--- config.mk ---
export PLATFORM = sky130hd
export DESIGN_NAME = usp_port
export DESIGN_NICKNAME = d
export VERILOG_FILES = /design/src/hw/usp_pkg.sv /design/src/hw/usp_sync.sv /design/src/hw/usp_tick.sv /design/src/hw/usp_port.sv
export SDC_FILE = /design/constraint.sdc
export NUM_CORES = 1
export LEC_CHECK = 0
export ABC_AREA = 0
export BUFFER_PORTS_ARGS = -buffer_cell sky130_fd_sc_hd__buf_2
export CELL_PAD_IN_SITES_DETAIL_PLACEMENT = 1
export CELL_PAD_IN_SITES_GLOBAL_PLACEMENT = 2
export CORE_UTILIZATION = 39
export CTS_CLUSTER_DIAMETER = 60
export DETAILED_ROUTE_END_ITERATION = 8
export GPL_TIMING_DRIVEN = 0
export PLACE_DENSITY = 0.92
export SETUP_SLACK_MARGIN = 0.5
export SYNTH_ARGS = -nofsm -noshare
export SYNTH_HDL_FRONTEND = slang
export SYNTH_SLANG_ARGS = --single-unit
--- constraint.sdc ---
create_clock -name sys_clk -period 7.99 [get_ports sys_clk]
set_input_delay 1.598 -clock sys_clk [delete_from_list [all_inputs] [get_ports sys_clk]]
set_output_delay 1.598 -clock sys_clk [all_outputs]
set_load 0.02 [all_outputs]
--- src/hw/usp_pkg.sv ---
package usp_pkg;

  // ----------------------------------------------------------------
  // Widths
  // ----------------------------------------------------------------
  localparam int SR_W          = 41;
  localparam int IR_W          = 39;
  localparam int CS_W          = 34;
  localparam int PS_W          = 32;
  localparam int MSM_W         = 4;
  localparam int WD_W          = 29;
  localparam int WD_MSB_W      = 12;
  localparam int WD_LSB_W      = 17;
  localparam int SRC_W         = 4;

  // ----------------------------------------------------------------
  // Field positions
  // ----------------------------------------------------------------
  localparam int SR_SEL_HI     = 40;
  localparam int SR_SEL_LO     = 39;
  localparam int IR_IMAGE_SEL  = 13;
  localparam int IR_OVERRIDE   = 12;
  localparam int CS_MSM_LSB    = 30;
  localparam int CS_WD_EN      = 29;
  localparam int PS_SRC_LSB    = 28;
  localparam int PS_MSM_LSB    = 22;
  localparam int SRC_EXT_CFG   = 3;
  localparam int SRC_CRC       = 2;
  localparam int SRC_STATUS    = 1;
  localparam int SRC_WATCHDOG  = 0;

  // ----------------------------------------------------------------
  // Codes and reset values
  // ----------------------------------------------------------------
  localparam logic [MSM_W-1:0] MSM_LOAD_IMG0        = 4'h2;
  localparam logic [MSM_W-1:0] MSM_LOAD_IMG1_REVERT = 4'h3;
  localparam logic [MSM_W-1:0] MSM_LOAD_IMG1        = 4'h4;
  localparam logic [MSM_W-1:0] MSM_LOAD_IMG0_REVERT = 4'h5;

  localparam logic [1:0] CAP_CURRENT = 2'h0;
  localparam logic [1:0] CAP_PREV1   = 2'h1;
  localparam logic [1:0] CAP_PREV2   = 2'h2;
  localparam logic [1:0] CAP_INPUT   = 2'h3;

  localparam logic [IR_W-1:0] IR_RESET = 39'h0;
  localparam logic [SR_W-1:0] SR_RESET = 41'h0;
  localparam logic [PS_W-1:0] PS_RESET = 32'h0;

  // Filter level is valid only on the fourth edge after reset: three
  // stages plus the agreeing level register, so the strap waits for it
  localparam logic [2:0] SETTLE_CYC  = 3'h4;

  // ----------------------------------------------------------------
  // Types
  // ----------------------------------------------------------------
  typedef logic [IR_W-1:0] usp_ir_t;

  typedef enum logic [1:0] {
    PH_SETTLE = 2'b01,
    PH_RUN    = 2'b10
  } usp_phase_t;

  typedef struct packed {
    logic upgrade_port_clock;
    logic shift_or_load_select;
    logic capture_or_update_select;
    logic upgrade_serial_in;
  } usp_port_pins_t;

  typedef struct packed {
    logic ext_reconfig_n;
    logic crc_error;
    logic ext_status_n;
    logic user_reconfig_request_n;
    logic watchdog_kick_n;
    logic config_sel_pin;
  } usp_src_pins_t;

  typedef struct packed {
    usp_phase_t         phase;
    logic [2:0]         settle;
    logic [SR_W-1:0]    sr;
    usp_ir_t            ir;
    logic               serial_out;
    logic [MSM_W-1:0]   msm;
    logic               image;
    logic [PS_W-1:0]    prev1;
    logic [PS_W-1:0]    prev2;
    logic [WD_W-1:0]    wd_cnt;
    logic               reconfig;
  } usp_state_t;

endpackage

--- src/hw/usp_sync.sv ---
`timescale 1ns/1ns
module usp_sync #(
  parameter int W = 1
) (
  input  wire logic         sys_clk,
  input  wire logic         rst_n,
  input  wire logic [W-1:0] din,
  output logic      [W-1:0] level,
  output logic      [W-1:0] rise,
  output logic      [W-1:0] fall
);

  typedef struct packed {
    logic [W-1:0] s1;
    logic [W-1:0] s2;
    logic [W-1:0] s3;
    logic [W-1:0] lvl;
  } usp_sync_st_t;

  usp_sync_st_t st;
  usp_sync_st_t next_st;
  logic [W-1:0] agree;

  generate
    if (W < 1) begin : g_bad_w
      $error("usp_sync width must be at least one");
    end
  endgenerate

  // ----------------------------------------------------------------
  // Filter: a change counts once stages two and three agree
  // ----------------------------------------------------------------
  always_comb begin
    agree       = ~(st.s2 ^ st.s3);
    next_st.s1  = din;
    next_st.s2  = st.s1;
    next_st.s3  = st.s2;
    next_st.lvl = (st.s3 & agree) | (st.lvl & ~agree);
  end

  always_ff @(posedge sys_clk) begin
    if (!rst_n) begin
      st <= '0;
    end else begin
      st <= next_st;
    end
  end

  assign level = st.lvl;
  assign rise  = next_st.lvl & ~st.lvl;
  assign fall  = ~next_st.lvl & st.lvl;

endmodule

--- src/hw/usp_tick.sv ---
`timescale 1ns/1ns
module usp_tick #(
  parameter int DIV = 1
) (
  input  wire logic sys_clk,
  input  wire logic rst_n,
  output logic      tick
);

  localparam int CW = (DIV > 1) ? $clog2(DIV) : 1;
  localparam logic [CW-1:0] LAST = CW'(DIV - 1);

  typedef struct packed {
    logic [CW-1:0] cnt;
    logic          tick;
  } usp_tick_st_t;

  usp_tick_st_t st;
  usp_tick_st_t next_st;

  generate
    if (DIV < 1) begin : g_bad_div
      $error("usp_tick divider must be at least one");
    end
  endgenerate

  // ----------------------------------------------------------------
  // Divider
  // ----------------------------------------------------------------
  always_comb begin
    next_st = st;
    if (st.cnt == LAST) begin
      next_st.cnt  = '0;
      next_st.tick = 1'b1;
    end else begin
      next_st.cnt  = st.cnt + CW'(1);
      next_st.tick = 1'b0;
    end
  end

  always_ff @(posedge sys_clk) begin
    if (!rst_n) begin
      st <= '0;
    end else begin
      st <= next_st;
    end
  end

  assign tick = st.tick;

endmodule

--- src/hw/usp_port.sv ---
`timescale 1ns/1ns
module usp_port
  import usp_pkg::*;
#(
  parameter int WD_TICK_DIV = 1
) (
  input  wire logic                     sys_clk,
  input  wire logic                     rst_n,
  input  wire usp_pkg::usp_port_pins_t  port_pins,
  input  wire usp_pkg::usp_src_pins_t   src_pins,
  input  wire logic                     upgrade_enable,
  input  wire logic                     watchdog_enable,
  input  wire logic [WD_MSB_W-1:0]      watchdog_period_msb,
  output logic                          upgrade_serial_out,
  output logic                          image_select_bit,
  output logic                          image_select_override,
  output logic                          active_image,
  output logic [MSM_W-1:0]              msm_state,
  output logic                          watchdog_enabled_flag,
  output logic [WD_W-1:0]               watchdog_period_value,
  output logic                          reconfig_start
);

  import usp_pkg::*;

  generate
    if (WD_TICK_DIV < 1) begin : g_bad_div
      $error("usp_port watchdog divider must be at least one");
    end
  endgenerate

  // ----------------------------------------------------------------
  // Pin filters
  // ----------------------------------------------------------------
  usp_port_pins_t port_lvl;
  usp_port_pins_t port_rise;
  usp_src_pins_t  src_lvl;
  usp_src_pins_t  src_rise;
  usp_src_pins_t  src_fall;
  logic           wd_tick;

  usp_sync #(
    .W ($bits(usp_port_pins_t))
  ) u_port_sync (
    .sys_clk (sys_clk),
    .rst_n   (rst_n),
    .din     (port_pins),
    .level   (port_lvl),
    .rise    (port_rise),
    .fall    ()
  );

  usp_sync #(
    .W ($bits(usp_src_pins_t))
  ) u_src_sync (
    .sys_clk (sys_clk),
    .rst_n   (rst_n),
    .din     (src_pins),
    .level   (src_lvl),
    .rise    (src_rise),
    .fall    (src_fall)
  );

  usp_tick #(
    .DIV (WD_TICK_DIV)
  ) u_wd_tick (
    .sys_clk (sys_clk),
    .rst_n   (rst_n),
    .tick    (wd_tick)
  );

  // ----------------------------------------------------------------
  // State
  // ----------------------------------------------------------------
  usp_state_t       st;
  usp_state_t       next_st;

  logic             running;
  logic             port_edge;
  logic [WD_W-1:0]  wd_value;
  logic             wd_en;
  logic [WD_W-1:0]  wd_cnt_inc;
  logic             wd_expire;
  logic [CS_W-1:0]  cs_word;
  logic [SRC_W-1:0] src_flags;
  logic [SRC_W-1:0] src_win;
  logic             user_req;
  logic             src_error;
  logic             base_image;
  logic             new_image;
  logic [1:0]       cap_sel;

  // ----------------------------------------------------------------
  // Derived words
  // ----------------------------------------------------------------
  always_comb begin
    running    = (st.phase == PH_RUN);
    port_edge  = running && upgrade_enable && port_rise.upgrade_port_clock;
    wd_value   = {watchdog_period_msb, {WD_LSB_W{1'b0}}};
    wd_en      = running && watchdog_enable;
    wd_cnt_inc = st.wd_cnt + WD_W'(1);
    wd_expire  = wd_en && wd_tick && (wd_cnt_inc >= wd_value);
    cs_word    = {st.msm, wd_en, wd_value};
    cap_sel    = st.sr[SR_SEL_HI:SR_SEL_LO];
    src_flags  = '0;
    src_flags[SRC_EXT_CFG]  = src_fall.ext_reconfig_n;
    src_flags[SRC_CRC]      = src_rise.crc_error;
    src_flags[SRC_STATUS]   = src_fall.ext_status_n;
    src_flags[SRC_WATCHDOG] = wd_expire;
    user_req   = upgrade_enable && src_fall.user_reconfig_request_n;
  end

  // ----------------------------------------------------------------
  // Source priority: a higher bit overwrites every lower one
  // ----------------------------------------------------------------
  always_comb begin
    src_win = '0;
    for (int i = 0; i < SRC_W; i++) begin
      if (src_flags[i]) begin
        src_win    = '0;
        src_win[i] = 1'b1;
      end
    end
    src_error  = src_win[SRC_CRC] || src_win[SRC_WATCHDOG];
    base_image = st.ir[IR_OVERRIDE] ? st.ir[IR_IMAGE_SEL] : src_lvl.config_sel_pin;
    new_image  = src_error ? ~st.image : base_image;
  end

  // ----------------------------------------------------------------
  // Next state
  // ----------------------------------------------------------------
  always_comb begin
    next_st          = st;
    next_st.reconfig = 1'b0;

    case (st.phase)
      PH_SETTLE: begin
        // Strap is taken only once the pin filter has settled
        if (st.settle == SETTLE_CYC) begin
          next_st.phase = PH_RUN;
          next_st.image = src_lvl.config_sel_pin;
          next_st.msm   = src_lvl.config_sel_pin ? MSM_LOAD_IMG1 : MSM_LOAD_IMG0;
        end else begin
          next_st.settle = st.settle + 3'h1;
        end
      end
      PH_RUN: begin
        // Shift register port
        if (port_edge) begin
          if (port_lvl.shift_or_load_select) begin
            next_st.sr = {port_lvl.upgrade_serial_in, st.sr[SR_W-1:1]};
            next_st.serial_out = st.sr[1];
          end else if (port_lvl.capture_or_update_select) begin
            case (cap_sel)
              CAP_CURRENT: next_st.sr[IR_W-1:0] = usp_ir_t'(cs_word);
              CAP_PREV1:   next_st.sr[IR_W-1:0] = usp_ir_t'(st.prev1);
              CAP_PREV2:   next_st.sr[IR_W-1:0] = usp_ir_t'(st.prev2);
              CAP_INPUT:   next_st.sr[IR_W-1:0] = st.ir;
              default:     next_st.sr[IR_W-1:0] = st.sr[IR_W-1:0];
            endcase
            next_st.serial_out = next_st.sr[0];
          end else begin
            next_st.ir = st.sr[IR_W-1:0];
          end
        end

        // Watchdog count
        if (!wd_en || src_fall.watchdog_kick_n) begin
          next_st.wd_cnt = '0;
        end else if (wd_tick && !wd_expire) begin
          next_st.wd_cnt = wd_cnt_inc;
        end

        // Reconfiguration event
        if ((|src_flags) || user_req) begin
          next_st.reconfig = 1'b1;
          next_st.wd_cnt   = '0;
          next_st.prev2    = st.prev1;
          next_st.prev1    = PS_RESET;
          next_st.prev1[PS_SRC_LSB +: SRC_W] = src_win;
          next_st.prev1[PS_MSM_LSB +: MSM_W] = st.msm;
          next_st.image    = new_image;
          if (src_error) begin
            next_st.msm = new_image ? MSM_LOAD_IMG1_REVERT : MSM_LOAD_IMG0_REVERT;
          end else begin
            next_st.msm = new_image ? MSM_LOAD_IMG1 : MSM_LOAD_IMG0;
          end
        end
      end
      default: begin
        next_st.phase = PH_SETTLE;
      end
    endcase
  end

  // ----------------------------------------------------------------
  // Registers
  // ----------------------------------------------------------------
  always_ff @(posedge sys_clk) begin
    if (!rst_n) begin
      st.phase      <= PH_SETTLE;
      st.settle     <= 3'h0;
      st.sr         <= SR_RESET;
      st.ir         <= IR_RESET;
      st.serial_out <= 1'b0;
      st.msm        <= MSM_LOAD_IMG0;
      st.image      <= 1'b0;
      st.prev1      <= PS_RESET;
      st.prev2      <= PS_RESET;
      st.wd_cnt     <= '0;
      st.reconfig   <= 1'b0;
    end else begin
      st <= next_st;
    end
  end

  // ----------------------------------------------------------------
  // Outputs
  // ----------------------------------------------------------------
  assign upgrade_serial_out    = st.serial_out;
  assign image_select_bit      = st.ir[IR_IMAGE_SEL];
  assign image_select_override = st.ir[IR_OVERRIDE];
  assign active_image          = st.image;
  assign msm_state             = st.msm;
  assign watchdog_enabled_flag = wd_en;
  assign watchdog_period_value = wd_value;
  assign reconfig_start        = st.reconfig;

endmodule

After elaboration in Yosys (flattened, before gate mapping)
Index checks and enable logic that the tools add are counted.
Widths: inputs -> output; s select.

cells by class
  order comparisons = 1
  eq/ne operators = 8
  add/sub/neg operators = 3
  bitwise gates (word level) = 23
  multiplexer cells = 23
  reductions and logical operators = 27

operators by type and width
  kind                   count
  $pmux 39 s4            1
  $mux 99                1
  $mux 39                2
  $mux 29                2
  $add 29x1->29 const B  1
  $ge 29x29->1           1
  $and 6x6->6            3
  $not 6->6              3
  $and 4x4->4            3
  $mux 3                 4
  $mux 4                 3
  $not 4->4              3
  $reduce_and 2->1       6
  $pmux 5 s2             1
  $reduce_and 3->1       3
  $logic_and 1x1->1      7
  $eq 2x2->1 const B     3
  $mux 1                 6
  $or 6x6->6             1
  $xor 6x6->6            1
  $and 5x5->5            1
  $mux 5                 1
  $not 1->1              5
  $not 5->5              1
  17 further kinds       22

word-level totals
  output and inout bits = 39
  word-level logic and storage cells = 107
  input port bits = 26
  bits in registers = 179

Depth between registers and ports, before layout
Gate-level depths: netlist of the first run.

  depth in word-level cells = 16
  mapped depth = 20
  gate-level depth less buffers = 16

Hierarchy
Synthesis of the first run repeated with hierarchy kept, for this count alone.

unflattened totals
  cells, all modules = 1004
  area, all modules = 8395.6 sq um

modules (own cells, without submodules)
  module                   area an instance (sq um)  times used  seq. area each (sq um)  cells each
  usp_port                 6845.3                    1           2662.6                  855
  usp_sync at u_src_sync   872.1                     1           480.5                   87
  usp_sync at u_port_sync  620.6                     1           320.3                   58
  usp_tick                 57.6                      1           40.0                    4

Least setup slack after synthesis of the first run
OpenSTA, ideal clock, no wires.

  path type = reg-to-reg
  from = register st[5] (netlist name)
  to = register st[16] (netlist name)
  setup slack = 4.087 ns
  data arrival time = 3.787 ns
  library setup time = 0.116 ns
  clock period less this slack = 3.903 ns
  data required time = 7.874 ns
  cell stages (with the launch flop) = 20
  buffers on the path = 3
  path through = dfxtp_1 buf_2 nand4_4 nor4_4 nand3_2 nor2_1 and3_1 buf_2 nand3_1 xnor2_1 ha_1 and4_1 nand2_1 nor4_1 o2111ai_1 o311ai_2 buf_4 o21ai_1 and3_1 a41o_1

between the ends
  cells in the longest elaborated chain, start to end = 7
  elaborated cells on any way between the ends = 12
  classes of those cells = 1 x add/sub; 1 x order compare; 3 x mux; 7 x reduce/logical

ends and longest elaborated chain
  element                                                line                              source
  start, declared                                        usp_port.sv:75                    usp_state_t st;
  start signal, assigned                                 usp_port.sv:213                   st <= next_st;
  $add 29x1->29 (*)                                      usp_port.sv:101                   wd_cnt_inc = st.wd_cnt + WD_W'(1);
  $ge 29x29->1                                           usp_port.sv:102                   wd_expire = wd_en && wd_tick && (wd_cnt_inc >= wd_value);
  $logic_and 1x1->1                                      usp_port.sv:102
  $reduce_or 4->1 or $logic_not 1->1 (tied branches)     usp_port.sv:175, usp_port.sv:170
  $logic_or 1x1->1 or $logic_and 1x1->1 (tied branches)  usp_port.sv:175, usp_port.sv:170
  $reduce_bool 3->1 (no source line)                     -
  $reduce_and 2->1 (no source line)                      -

Mark *: on every way between the ends. The rest lies on a longest branch, timed or not. The select of a mux whose other input is x is not followed.
A chain may end at the register's enable or synchronous reset.

Worst setup path in the final report of the first run
  from = register st[1] (netlist name)
  to = register st[13] (netlist name)

The elaborated chain is that of the path after synthesis.

==> results of run 1 <==
==> metrics by stage <==
step / instances / instance area [um^2] / hold slack (ns)
2_1_floorplan: 968 / 8180 / 0.368
3_3_place_gp: 1284 / 8750 / 0.371
3_5_place_dp: 1284 / 8750 / 0.374
4_1_cts: 1316 / 9340 / 0.385
5_1_grt: 1316 / 9340 / 0.410
6_report: 1316 / 9340 / 0.382
==> logic make-up after synthesis <==
| group | share of synthesized area |
|---|---|
| xor gates and xnor gates | 0.0238 |
| and+or+nand+nor | 0.241 |
| other | 0.000462 |
| muxes | 0.0467 |
| adders and majority gates | 0.0247 |
| DFF | 0.432 |
| AOI/OAI and AO/OA | 0.159 |
| buffers and inverters | 0.0716 |
==> registers in the layout, summed over array words and instances (netlist names), 3 cells and up <==
signal / cells
u_src_sync.st: 6
u_src_sync.next_st: 12
u_port_sync.next_st: 8
st: 124
u_src_sync.level: 6
u_port_sync.st: 4
msm_state: 3
u_port_sync.level: 4
==> synth_stat cells, types with 3 or more instances <==
master,count
sky130_fd_sc_hd__a211oi_1,9
sky130_fd_sc_hd__a21boi_0,8
sky130_fd_sc_hd__a21boi_1,7
sky130_fd_sc_hd__a21o_1,5
sky130_fd_sc_hd__a21oi_1,70
sky130_fd_sc_hd__a221oi_1,22
sky130_fd_sc_hd__a22oi_1,9
sky130_fd_sc_hd__a31oi_1,3
sky130_fd_sc_hd__and2_1,35
sky130_fd_sc_hd__and3_1,10
sky130_fd_sc_hd__and4_1,6
sky130_fd_sc_hd__buf_1,4
sky130_fd_sc_hd__buf_2,8
sky130_fd_sc_hd__buf_4,36
sky130_fd_sc_hd__clkbuf_1,46
sky130_fd_sc_hd__dfxtp_1,175
sky130_fd_sc_hd__ha_1,16
sky130_fd_sc_hd__inv_1,21
sky130_fd_sc_hd__mux2i_1,21
sky130_fd_sc_hd__mux4_2,7
sky130_fd_sc_hd__nand2_1,159
sky130_fd_sc_hd__nand3_1,26
sky130_fd_sc_hd__nand3_2,3
sky130_fd_sc_hd__nand3b_1,8
sky130_fd_sc_hd__nand4_1,6
sky130_fd_sc_hd__nand4b_1,8
sky130_fd_sc_hd__nor2_1,56
sky130_fd_sc_hd__nor2b_1,15
sky130_fd_sc_hd__nor3_1,28
sky130_fd_sc_hd__o21a_1,4
sky130_fd_sc_hd__o21ai_0,28
sky130_fd_sc_hd__o21ai_1,20
sky130_fd_sc_hd__o41ai_1,3
sky130_fd_sc_hd__or3_1,8
sky130_fd_sc_hd__xnor2_1,15
sky130_fd_sc_hd__xor2_1,7
==> where the power goes <==
part / switching [mW] / total (mW) / internal, mW
clock network: 0.399 / 0.845 / 0.446
logic: 0.0707 / 0.118 / 0.0474
registers: 0.0133 / 0.901 / 0.888
==> how the worst min path moves through the flow <==
| stage | start | end | cells after the start |
|---|---|---|---|
| after floorplan | u_wd_tick.st[1] | u_wd_tick.tick | 1 |
| after global placement | u_wd_tick.st[1] | u_wd_tick.tick | 1 |
| after detailed placement | u_wd_tick.st[1] | u_wd_tick.tick | 1 |
| after CTS | u_wd_tick.st[1] | u_wd_tick.tick | 1 |
| after global routing | u_wd_tick.st[1] | u_wd_tick.tick | 1 |
| final | u_wd_tick.st[1] | u_wd_tick.tick | 1 |
==> metal layers <==
metal / wire, um / track usage
met3: 690 / 0.0366
met4: 430 / 0.0703
met2: 10800 / 0.363
met5: 0 / 0
met1: 10900 / 0.295
==> cell type report <==
type | count | area share
multi-input combinational | 677 | 0.438
sequential | 175 | 0.375
buffer | 94 | 0.0533
clock buffer | 17 | 0.0455
tap | 270 | 0.0362
timing repair buffer | 46 | 0.0246
clock inverter | 15 | 0.0181
inverter | 22 | 0.00884
==> results.cfg, run 1 <==
[drt]
drc = 0
first_iter_violations = 394
drt_first_pass_iters = 4
drtAntennaViolNets = 0
routed_wl_um = 22900
dr_total_vias = 6996
route.detailed.vias_per_inst = 5.32
routedWlPerCell_um = 17.4

[timing]
skew_ns = 0.00980
drv_slew = 0
rsz0062_at_grt = no
report.final.setup_viol = 0
fmaxAchievable_mhz = 198
period_minus_slack_ns = 5.06
final_tns_setup_ns = 0
setup_ws_ns = 2.93
layout_worst_path_cycle_share = 0.634
timing_worst_slew_pin_value_ns = 0.840
maxSlewHeadroom = 0.438
report.final.hold_viol_count = 0

[logic_synthesis]
syn-instance-count = 950
syn-cell-area_mm2 = 0.00811
seq_area_frac_synth = 0.432
async_reset_ff_frac = 0
postSynthRegisterBits = 175
ys_types = 65
synth-warning-count = 0
synthTopCellsByArea = sky130_fd_sc_hd__dfxtp_1, sky130_fd_sc_hd__nand2_1, sky130_fd_sc_hd__a21oi_1
post_synth.cell_area_avg_um2 = 8.54
synth-edff-count = 0
yosys.area.top_type = sky130_fd_sc_hd__dfxtp_1
synthDominantCellAreaShare = 0.432
primary_flip_flop_cell_chosen_by_synthesis_mapping = sky130_fd_sc_hd__dfxtp_1

[cts]
clk_transition_reported_paths_ns = 0.07
setup_bufs_post_cts = 0
cts.root.buffer_cell = sky130_fd_sc_hd__clkbuf_16
cts_max_level = 4
clock_sinks = 175
cts.repair.resized = 0
tritoncts.num_buffers = 17
max-clock-path-buffers = 2
clock_tree_from_tritoncts = done
worstSkewPairLatency_ns = 0.44
cts-hold-fix-buffers = 0

[final_layout]
design.final.nets = 1075
mostFrequentLayoutCell = sky130_fd_sc_hd__dfxtp_1
layout.core_utilization = 0.460
regArea_mm2 = 0.00350
area_growth_syn_to_layout_pct = 15.2
antenna-diode-count = 0
layout-drive-gt1-share = 0.141
nFillCells = 2454
multi_input_comb_area_mm2 = 0.00409
final_cell_mix = sky130_fd_sc_hd__dfxtp_1, sky130_fd_sc_hd__nand2_1, sky130_fd_sc_hd__a21oi_1, sky130_fd_sc_hd__nor2_1, sky130_fd_sc_hd__buf_2

[setup_path]
crit_type = reg2reg
timing.rr.end = st[13]
cp.depth = 17
reg2reg_slack_ns = 2.93
worst_path_largest_cell_delay_ns = 0.53
r2r-start = st[1]
critPathMaxFanout = 9
worstPathArrival_ns = 5.44
ff2ff_path_depth = 17
worstPathRequired_ns = 8.37
crit_path_cell_trace = ha_1, nand3_2, nor4_4, nand4_1, nor2b_1, and4_1, xor2_1, ha_1, and4_1, nand2_1, a21oi_1, o31ai_1, o311ai_2, or2_1, buf_2, or3_1, a21boi_1
cp-start-kind = flop
crit_path_end_kind = flop
critical_path_buf_inv_count = 1
critical_path.slowest_cell = sky130_fd_sc_hd__o31ai_1
cp_startpoint = st[1]
setup.worst_path.end = st[13]
timing.critical_path.max_delay_family = simple AND/OR/NAND/NOR gates

[placement]
dp.final_hpwl_um = 16000
port_buffers = 46
place_congestion = 0.794
dp_slack_ns = 3.12

[pwr]
cellLeakagePower_nw = 3.65
totalPowerFinal_mw = 1.86
pwr_dens_mw_per_mm2 = 200
power.ir.vdd_worst_v = 0.000143

[grt]
grt_first_pass_wirelength_um = 37200
grt_util_all_layers = 0.221
grt_max_degree = 19
number_of_antenna_violations_at_the_first_check_in_global_routing = 0
vias_in_the_first_global_route = 7079
globalRouteOverflowTotal = 0

[floorplanning]
initial_utilization = 0.400
chipWidth_um = 146
core_area_mm2 = 0.0203
boundaryPins = 65
rows = 52
floorplan.die_area_mm2 = 0.0214
dieHeight_um = 146

[hold_path]
class_of_the_most_critical_hold_timing_path = reg2reg

[status]
run_status = finished clean

[run]
max-cap-violations = 0
No activity file was read; power rests on OpenSTA's default activity.
==> run 2: changes to the inputs <==
- CORE_UTILIZATION: 39 -> 37
- PLACE_DENSITY: 0.92 -> 0.88
- clock period: 7.99 -> 5.1 ns (I/O delays scaled with it)
==> run 2 against run 1 <==
Effect of this change:
- sequential power rose by 56%
- count of clock-buffer cells in the layout is the same
- sequential cell count stayed put
- via count is 0.59% higher
- global-route usage shrank 0.63 points
- critical path depth did not move
- fmax grew 18%
- worst setup slack worse by 2.1 ns
- non-clock buffer count rose by 12
- hold slack better by 0.0078 ns
- first-iteration DRC count down 18%
- sequential share of layout area is 0.70 points lower
- largest cell class unchanged
==> results.cfg, run 2 (same netlist as run 1, synthesis figures left out) <==
[status]
run_status = finished clean

[final_layout]
design.final.nets = 1087
layout-drive-gt1-share = 0.162
antenna-diode-count = 0
mostFrequentLayoutCell = sky130_fd_sc_hd__dfxtp_1
nFillCells = 2535
layoutNonFillerInstCount = 1333
area_growth_syn_to_layout_pct = 17.6
final_cell_mix = sky130_fd_sc_hd__dfxtp_1, sky130_fd_sc_hd__nand2_1, sky130_fd_sc_hd__a21oi_1, sky130_fd_sc_hd__nor2_1, sky130_fd_sc_hd__buf_2
largest_register_ff_count = 124
largest_register_by_flop_count = st

[timing]
final_tns_setup_ns = 0
period_minus_slack_ns = 4.30
layout_worst_path_cycle_share = 0.842
rsz0062_at_grt = no
timing_worst_slew_pin_value_ns = 0.863
report.final.hold_viol_count = 0
setup_ws_ns = 0.804
report.final.setup_viol = 0
skew_ns = 0.00721
drv_slew = 0
fmaxAchievable_mhz = 233
maxSlewHeadroom = 0.422
holdWs_ns = 0.390

[hold_path]
class_of_the_most_critical_hold_timing_path = reg2reg

[drt]
drtAntennaViolNets = 0
route.detailed.vias_per_inst = 5.28
drc = 0
first_iter_violations = 323
routedWlPerCell_um = 17.4
dr_total_vias = 7037
drt_first_pass_iters = 5
routed_wl_um = 23100

[run]
max-cap-violations = 0

[cts]
clock_sinks = 175
cts_max_level = 4
worstSkewPairLatency_ns = 0.44
clock_tree_from_tritoncts = done
tritoncts.num_buffers = 17
max-clock-path-buffers = 2
cts.root.buffer_cell = sky130_fd_sc_hd__clkbuf_16
clk_transition_reported_paths_ns = 0.07
cts-hold-fix-buffers = 0

[floorplanning]
rows = 53
boundaryPins = 65
initial_utilization = 0.381
dieHeight_um = 150
floorplan.die_area_mm2 = 0.0225
core_area_mm2 = 0.0213
chipWidth_um = 150

[pwr]
netSwitchingFraction = 0.267
clkPwrFrac = 0.450
pwr_dens_mw_per_mm2 = 304
totalPowerFinal_mw = 2.90
seq_power_share = 0.487
power_report.internal_total_mw = 2.12
power.ir.vdd_worst_v = 0.000233
cellLeakagePower_nw = 3.70
share_comb_of_total_power = 0.063
p_switching_uw = 775

[grt]
vias_in_the_first_global_route = 6957
globalRouteOverflowTotal = 0
number_of_antenna_violations_at_the_first_check_in_global_routing = 0
grt_max_degree = 20
grt_first_pass_wirelength_um = 36900
grt_util_all_layers = 0.214

[setup_path]
cp-start-kind = flop
critical_path.most_common_cell = sky130_fd_sc_hd__and4_1
crit_path_end_kind = flop
critPathMaxFanout = 9
worst_path_largest_cell_delay_ns = 0.43
crit_path_cell_trace = ha_4, nand3_2, nor4_4, nand4_1, nor2b_2, and4_1, xor2_1, ha_1, and4_1, nand2_1, a21oi_1, o31ai_4, o311ai_4, or2_1, buf_2, or3_1, a21boi_1
worstPathArrival_ns = 4.67
crit_type = reg2reg
critical_path_buf_inv_count = 1
critical_path.slowest_cell = sky130_fd_sc_hd__dfxtp_2
timing.critical_path.max_delay_family = simple AND/OR/NAND/NOR gates
worstPathRequired_ns = 5.47

[placement]
numPlacedInstances = 1289
dp_slack_ns = 0.127
dp.final_hpwl_um = 16200
place_congestion = 0.785
port_buffers = 46
-- run 2: cell count changes in the layout (fill, tap and decap cells not counted), moves of 2 or more --
cell,delta
sky130_fd_sc_hd__buf_2,-3
sky130_fd_sc_hd__dfxtp_1,-5
sky130_fd_sc_hd__dfxtp_2,+5
sky130_fd_sc_hd__inv_8,+2
sky130_fd_sc_hd__buf_4,+13
-- run 2: worst reg2reg max path, stage by stage, from the launching register on --
cell                       delay (ns)
sky130_fd_sc_hd__dfxtp_2         0.43
sky130_fd_sc_hd__ha_4            0.21
sky130_fd_sc_hd__nand3_2         0.23
sky130_fd_sc_hd__nor4_4          0.35
sky130_fd_sc_hd__nand4_1         0.22
sky130_fd_sc_hd__nor2b_2         0.20
sky130_fd_sc_hd__and4_1          0.23
sky130_fd_sc_hd__xor2_1          0.19
sky130_fd_sc_hd__ha_1            0.27
sky130_fd_sc_hd__and4_1          0.22
sky130_fd_sc_hd__nand2_1         0.15
sky130_fd_sc_hd__a21oi_1         0.11
sky130_fd_sc_hd__o31ai_4         0.33
sky130_fd_sc_hd__o311ai_4        0.18
sky130_fd_sc_hd__or2_1           0.23
sky130_fd_sc_hd__buf_2           0.20
sky130_fd_sc_hd__or3_1           0.37
sky130_fd_sc_hd__a21boi_1        0.12
-- run 2: power groups by stage --
stage | Combinational (mW) | Clock [mW] | Sequential [mW]
2_1_floorplan | 0.129 | 0 | 1.44
3_3_place_gp | 0.181 | 0 | 1.44
3_5_place_dp | 0.185 | 0 | 1.44
4_1_cts | 0.186 | 1.33 | 1.41
5_1_grt | 0.205 | 1.39 | 1.41
6_report | 0.184 | 1.30 | 1.41
-- run 2: metrics by stage --
stage	utilization	area [um^2]
after floorplan	-	8180
after global placement	0.411	8750
after detailed placement	0.411	8750
after CTS	0.442	9410
after global routing	0.448	9540
final	0.448	9540
-- run 2: final timing paths --
path                   start             end  slack (ns)  depth (start not counted)
max reg2reg            st[1]          st[13]        0.80                         17
max                    st[1]          st[13]        0.80                         17
min          u_wd_tick.st[1]  u_wd_tick.tick        0.39                          1
min reg2reg  u_wd_tick.st[1]  u_wd_tick.tick        0.39                          1
-- run 2: layout make-up --
| type | count | area [um^2] | share of cell area |
|---|---|---|---|
| Buffer | 94 | 509 | 0.0534 |
| Clock buffer | 17 | 425 | 0.0446 |
| Clock inverter | 15 | 164 | 0.0172 |
| Inverter | 22 | 82.6 | 0.00866 |
| Multi-Input combinational cell | 677 | 4180 | 0.438 |
| Sequential cell | 175 | 3510 | 0.368 |
| Tap cell | 275 | 344 | 0.0361 |
| Timing Repair Buffer | 58 | 320 | 0.0336 |
-- run 2: per-layer routing --
layer | track usage | vias to the layer above | part of all wire
li1 | - | 3445 | -
met1 | 0.288 | 3450 | 0.49
met2 | 0.350 | 114 | 0.46
met3 | 0.0363 | 28 | 0.029
met4 | 0.0662 | 0 | 0.017
met5 | 0 | - | 0
-- run 2: repair_timing --
action | CTS | global route
pin swaps | 4 | 6
gates cloned | 0 | 0
gates resized for setup | 9 | 13
endpoints found under the setup margin | 46 | 46
setup buffers | 4 | 8
==> run 3: changes to the inputs <==
- clock period: 5.1 -> 4.3 ns (I/O delays scaled with it)
==> run 3 against run 2 <==
Effect of this change:
- global-route usage increased by 1.2 points
- sequential power increased by 18%
- hold slack got worse by 0.0041 ns
- clock skew increased by 0.013 ns
- count of clock-buffer cells in the layout increased by 2
- critical path depth increased by 2
- die area unchanged
- critical path type unchanged
- sequential cell count unchanged
==> results.cfg, run 3 (same netlist as run 1, synthesis figures left out) <==
[pwr]
power.ir.vdd_worst_v = 0.000274
cellLeakagePower_nw = 4.01
pwr_dens_mw_per_mm2 = 336
totalPowerFinal_mw = 3.40

[placement]
dp.final_hpwl_um = 16100
place_congestion = 0.771
port_buffers = 46

[setup_path]
critical_path.slowest_cell = sky130_fd_sc_hd__nor4_4
worstPathRequired_ns = 4.67
crit_type = reg2reg
cp-start-kind = flop
crit_path_cell_trace = buf_6, nand4_1, nor4_4, nand3_2, nor2_4, and3_4, buf_6, nand3_4, xnor2_2, ha_2, a21o_1, a21o_1, a21o_4, o31ai_4, o311ai_4, or2_1, buf_6, or3_1, a21oi_2
crit_path_end_kind = flop
critical_path.most_common_cell = sky130_fd_sc_hd__buf_6
critPathMaxFanout = 6
worstPathArrival_ns = 4.52
worst_path_largest_cell_delay_ns = 0.43

[timing]
period_minus_slack_ns = 4.14
layout_worst_path_cycle_share = 0.964
report.final.hold_viol_count = 0
final_tns_setup_ns = 0
drv_slew = 0
timing_worst_slew_pin_value_ns = 0.830
maxSlewHeadroom = 0.444
rsz0062_at_grt = yes
skew_ns = 0.0200
holdWs_ns = 0.386
fmaxAchievable_mhz = 241
report.final.setup_viol = 0

[final_layout]
layout.core_utilization = 0.475
largest_register_by_flop_count = st
mostFrequentLayoutCell = sky130_fd_sc_hd__dfxtp_1
antenna-diode-count = 0
area_growth_syn_to_layout_pct = 24.7
largest_register_ff_count = 124
layout-drive-gt1-share = 0.230
final_cell_mix = sky130_fd_sc_hd__dfxtp_1, sky130_fd_sc_hd__nand2_1, sky130_fd_sc_hd__buf_4, sky130_fd_sc_hd__a21oi_1, sky130_fd_sc_hd__nor2_1
nFillCells = 2511
design.final.nets = 1131

[floorplanning]
rows = 53
dieHeight_um = 150
core_area_mm2 = 0.0213
floorplan.die_area_mm2 = 0.0225
initial_utilization = 0.381
chipWidth_um = 150
boundaryPins = 65

[grt]
number_of_antenna_violations_at_the_first_check_in_global_routing = 0
vias_in_the_first_global_route = 7307
grt_first_pass_wirelength_um = 38800
groute.layer.met2.usage = 0.377
global_route.peak_usage_layer = met2
grt_util_all_layers = 0.226
gr-usage-met3 = 0.0433
globalRouteOverflowTotal = 0
grt_max_degree = 18
globalRouteMet1Util = 0.295

[drt]
first_iter_violations = 344
dr_total_vias = 7364
routedWlPerCell_um = 18.1
drc = 0
drt_first_pass_iters = 4
drtAntennaViolNets = 0
routed_wl_um = 24900
route.detailed.vias_per_inst = 5.35

[cts]
cts-hold-fix-buffers = 0
clk_transition_reported_paths_ns = 0.08
cts.root.buffer_cell = sky130_fd_sc_hd__clkbuf_16
worstSkewPairLatency_ns = 0.45
clock_sinks = 175
cts_max_level = 4
clock_tree_from_tritoncts = done
tritoncts.num_buffers = 17
max-clock-path-buffers = 2

[run]
max-cap-violations = 0

[hold_path]
class_of_the_most_critical_hold_timing_path = reg2reg

[status]
run_status = finished clean
-- run 3: changes by cell type in the layout (fill, tap and decap cells not counted), sizes merged --
cell / before / now
buf: 105 / 150
inv: 30 / 28
clkbuf: 64 / 65
clkinv: 6 / 5
clkinvlp: 1 / 2
-- run 3: final cells by class --
cell class,count,area (um^2),share of cell area
Tap cell,275,344,0.0340
Timing Repair Buffer,102,656,0.0648
Clock inverter,13,119,0.0118
Clock buffer,19,443,0.0438
Inverter,22,82.6,0.00817
Buffer,94,563,0.0557
Sequential cell,175,3530,0.350
Multi-Input combinational cell,677,4370,0.432
-- run 3: routing by layer --
metal	vias to the layer above	routed length, um
li1	3554	-
met1	3618	11600
met2	161	11900
met3	31	968
met4	0	412
met5	-	0
-- run 3: critical path: cells and delay by family (launching register included) --
kind | cells | cell delay (ns)
DFF | 1 | 0.33
AOI/OAI and AO/OA | 6 | 1.22
buffers and inverters | 3 | 0.38
and+or+nand+nor | 8 | 1.80
adders and majority gates | 1 | 0.17
xor gates and xnor gates | 1 | 0.16
-- run 3: report_power, final --
part / leakage (nW) / internal (mW) / total (mW) / switching [mW]
clock network: 0.271 / 0.777 / 1.50 / 0.726
logic: 2.32 / 0.0904 / 0.226 / 0.135
registers: 1.42 / 1.65 / 1.67 / 0.0223
-- run 3: timing repair --
action | CTS | global route
pin swaps | 27 | 17
endpoints found under the setup margin | 48 | 48
gates resized for setup | 53 | 32
setup buffers | 41 | 12
gates cloned | 2 | 1
-- run 3: path summary, 6_finish.rpt --
| check | slack [ns] | cells past startpoint | end | start |
|---|---|---|---|---|
| max | 0.16 | 19 | st[26] | st[12] |
| min | 0.39 | 1 | u_wd_tick.tick | u_wd_tick.st[1] |
| max reg2reg | 0.16 | 19 | st[26] | st[12] |
| min reg2reg | 0.39 | 1 | u_wd_tick.tick | u_wd_tick.st[1] |
-- run 3: through the flow --
step           instance area [um^2]  worst slack [ns]  cells
2_1_floorplan                  8210             0.441    968
3_3_place_gp                   8780            -0.636   1289
3_5_place_dp                   8780            -0.601   1289
4_1_cts                        9860             0.354   1364
5_1_grt                       10100           -0.0105   1377
6_report                      10100             0.156   1377
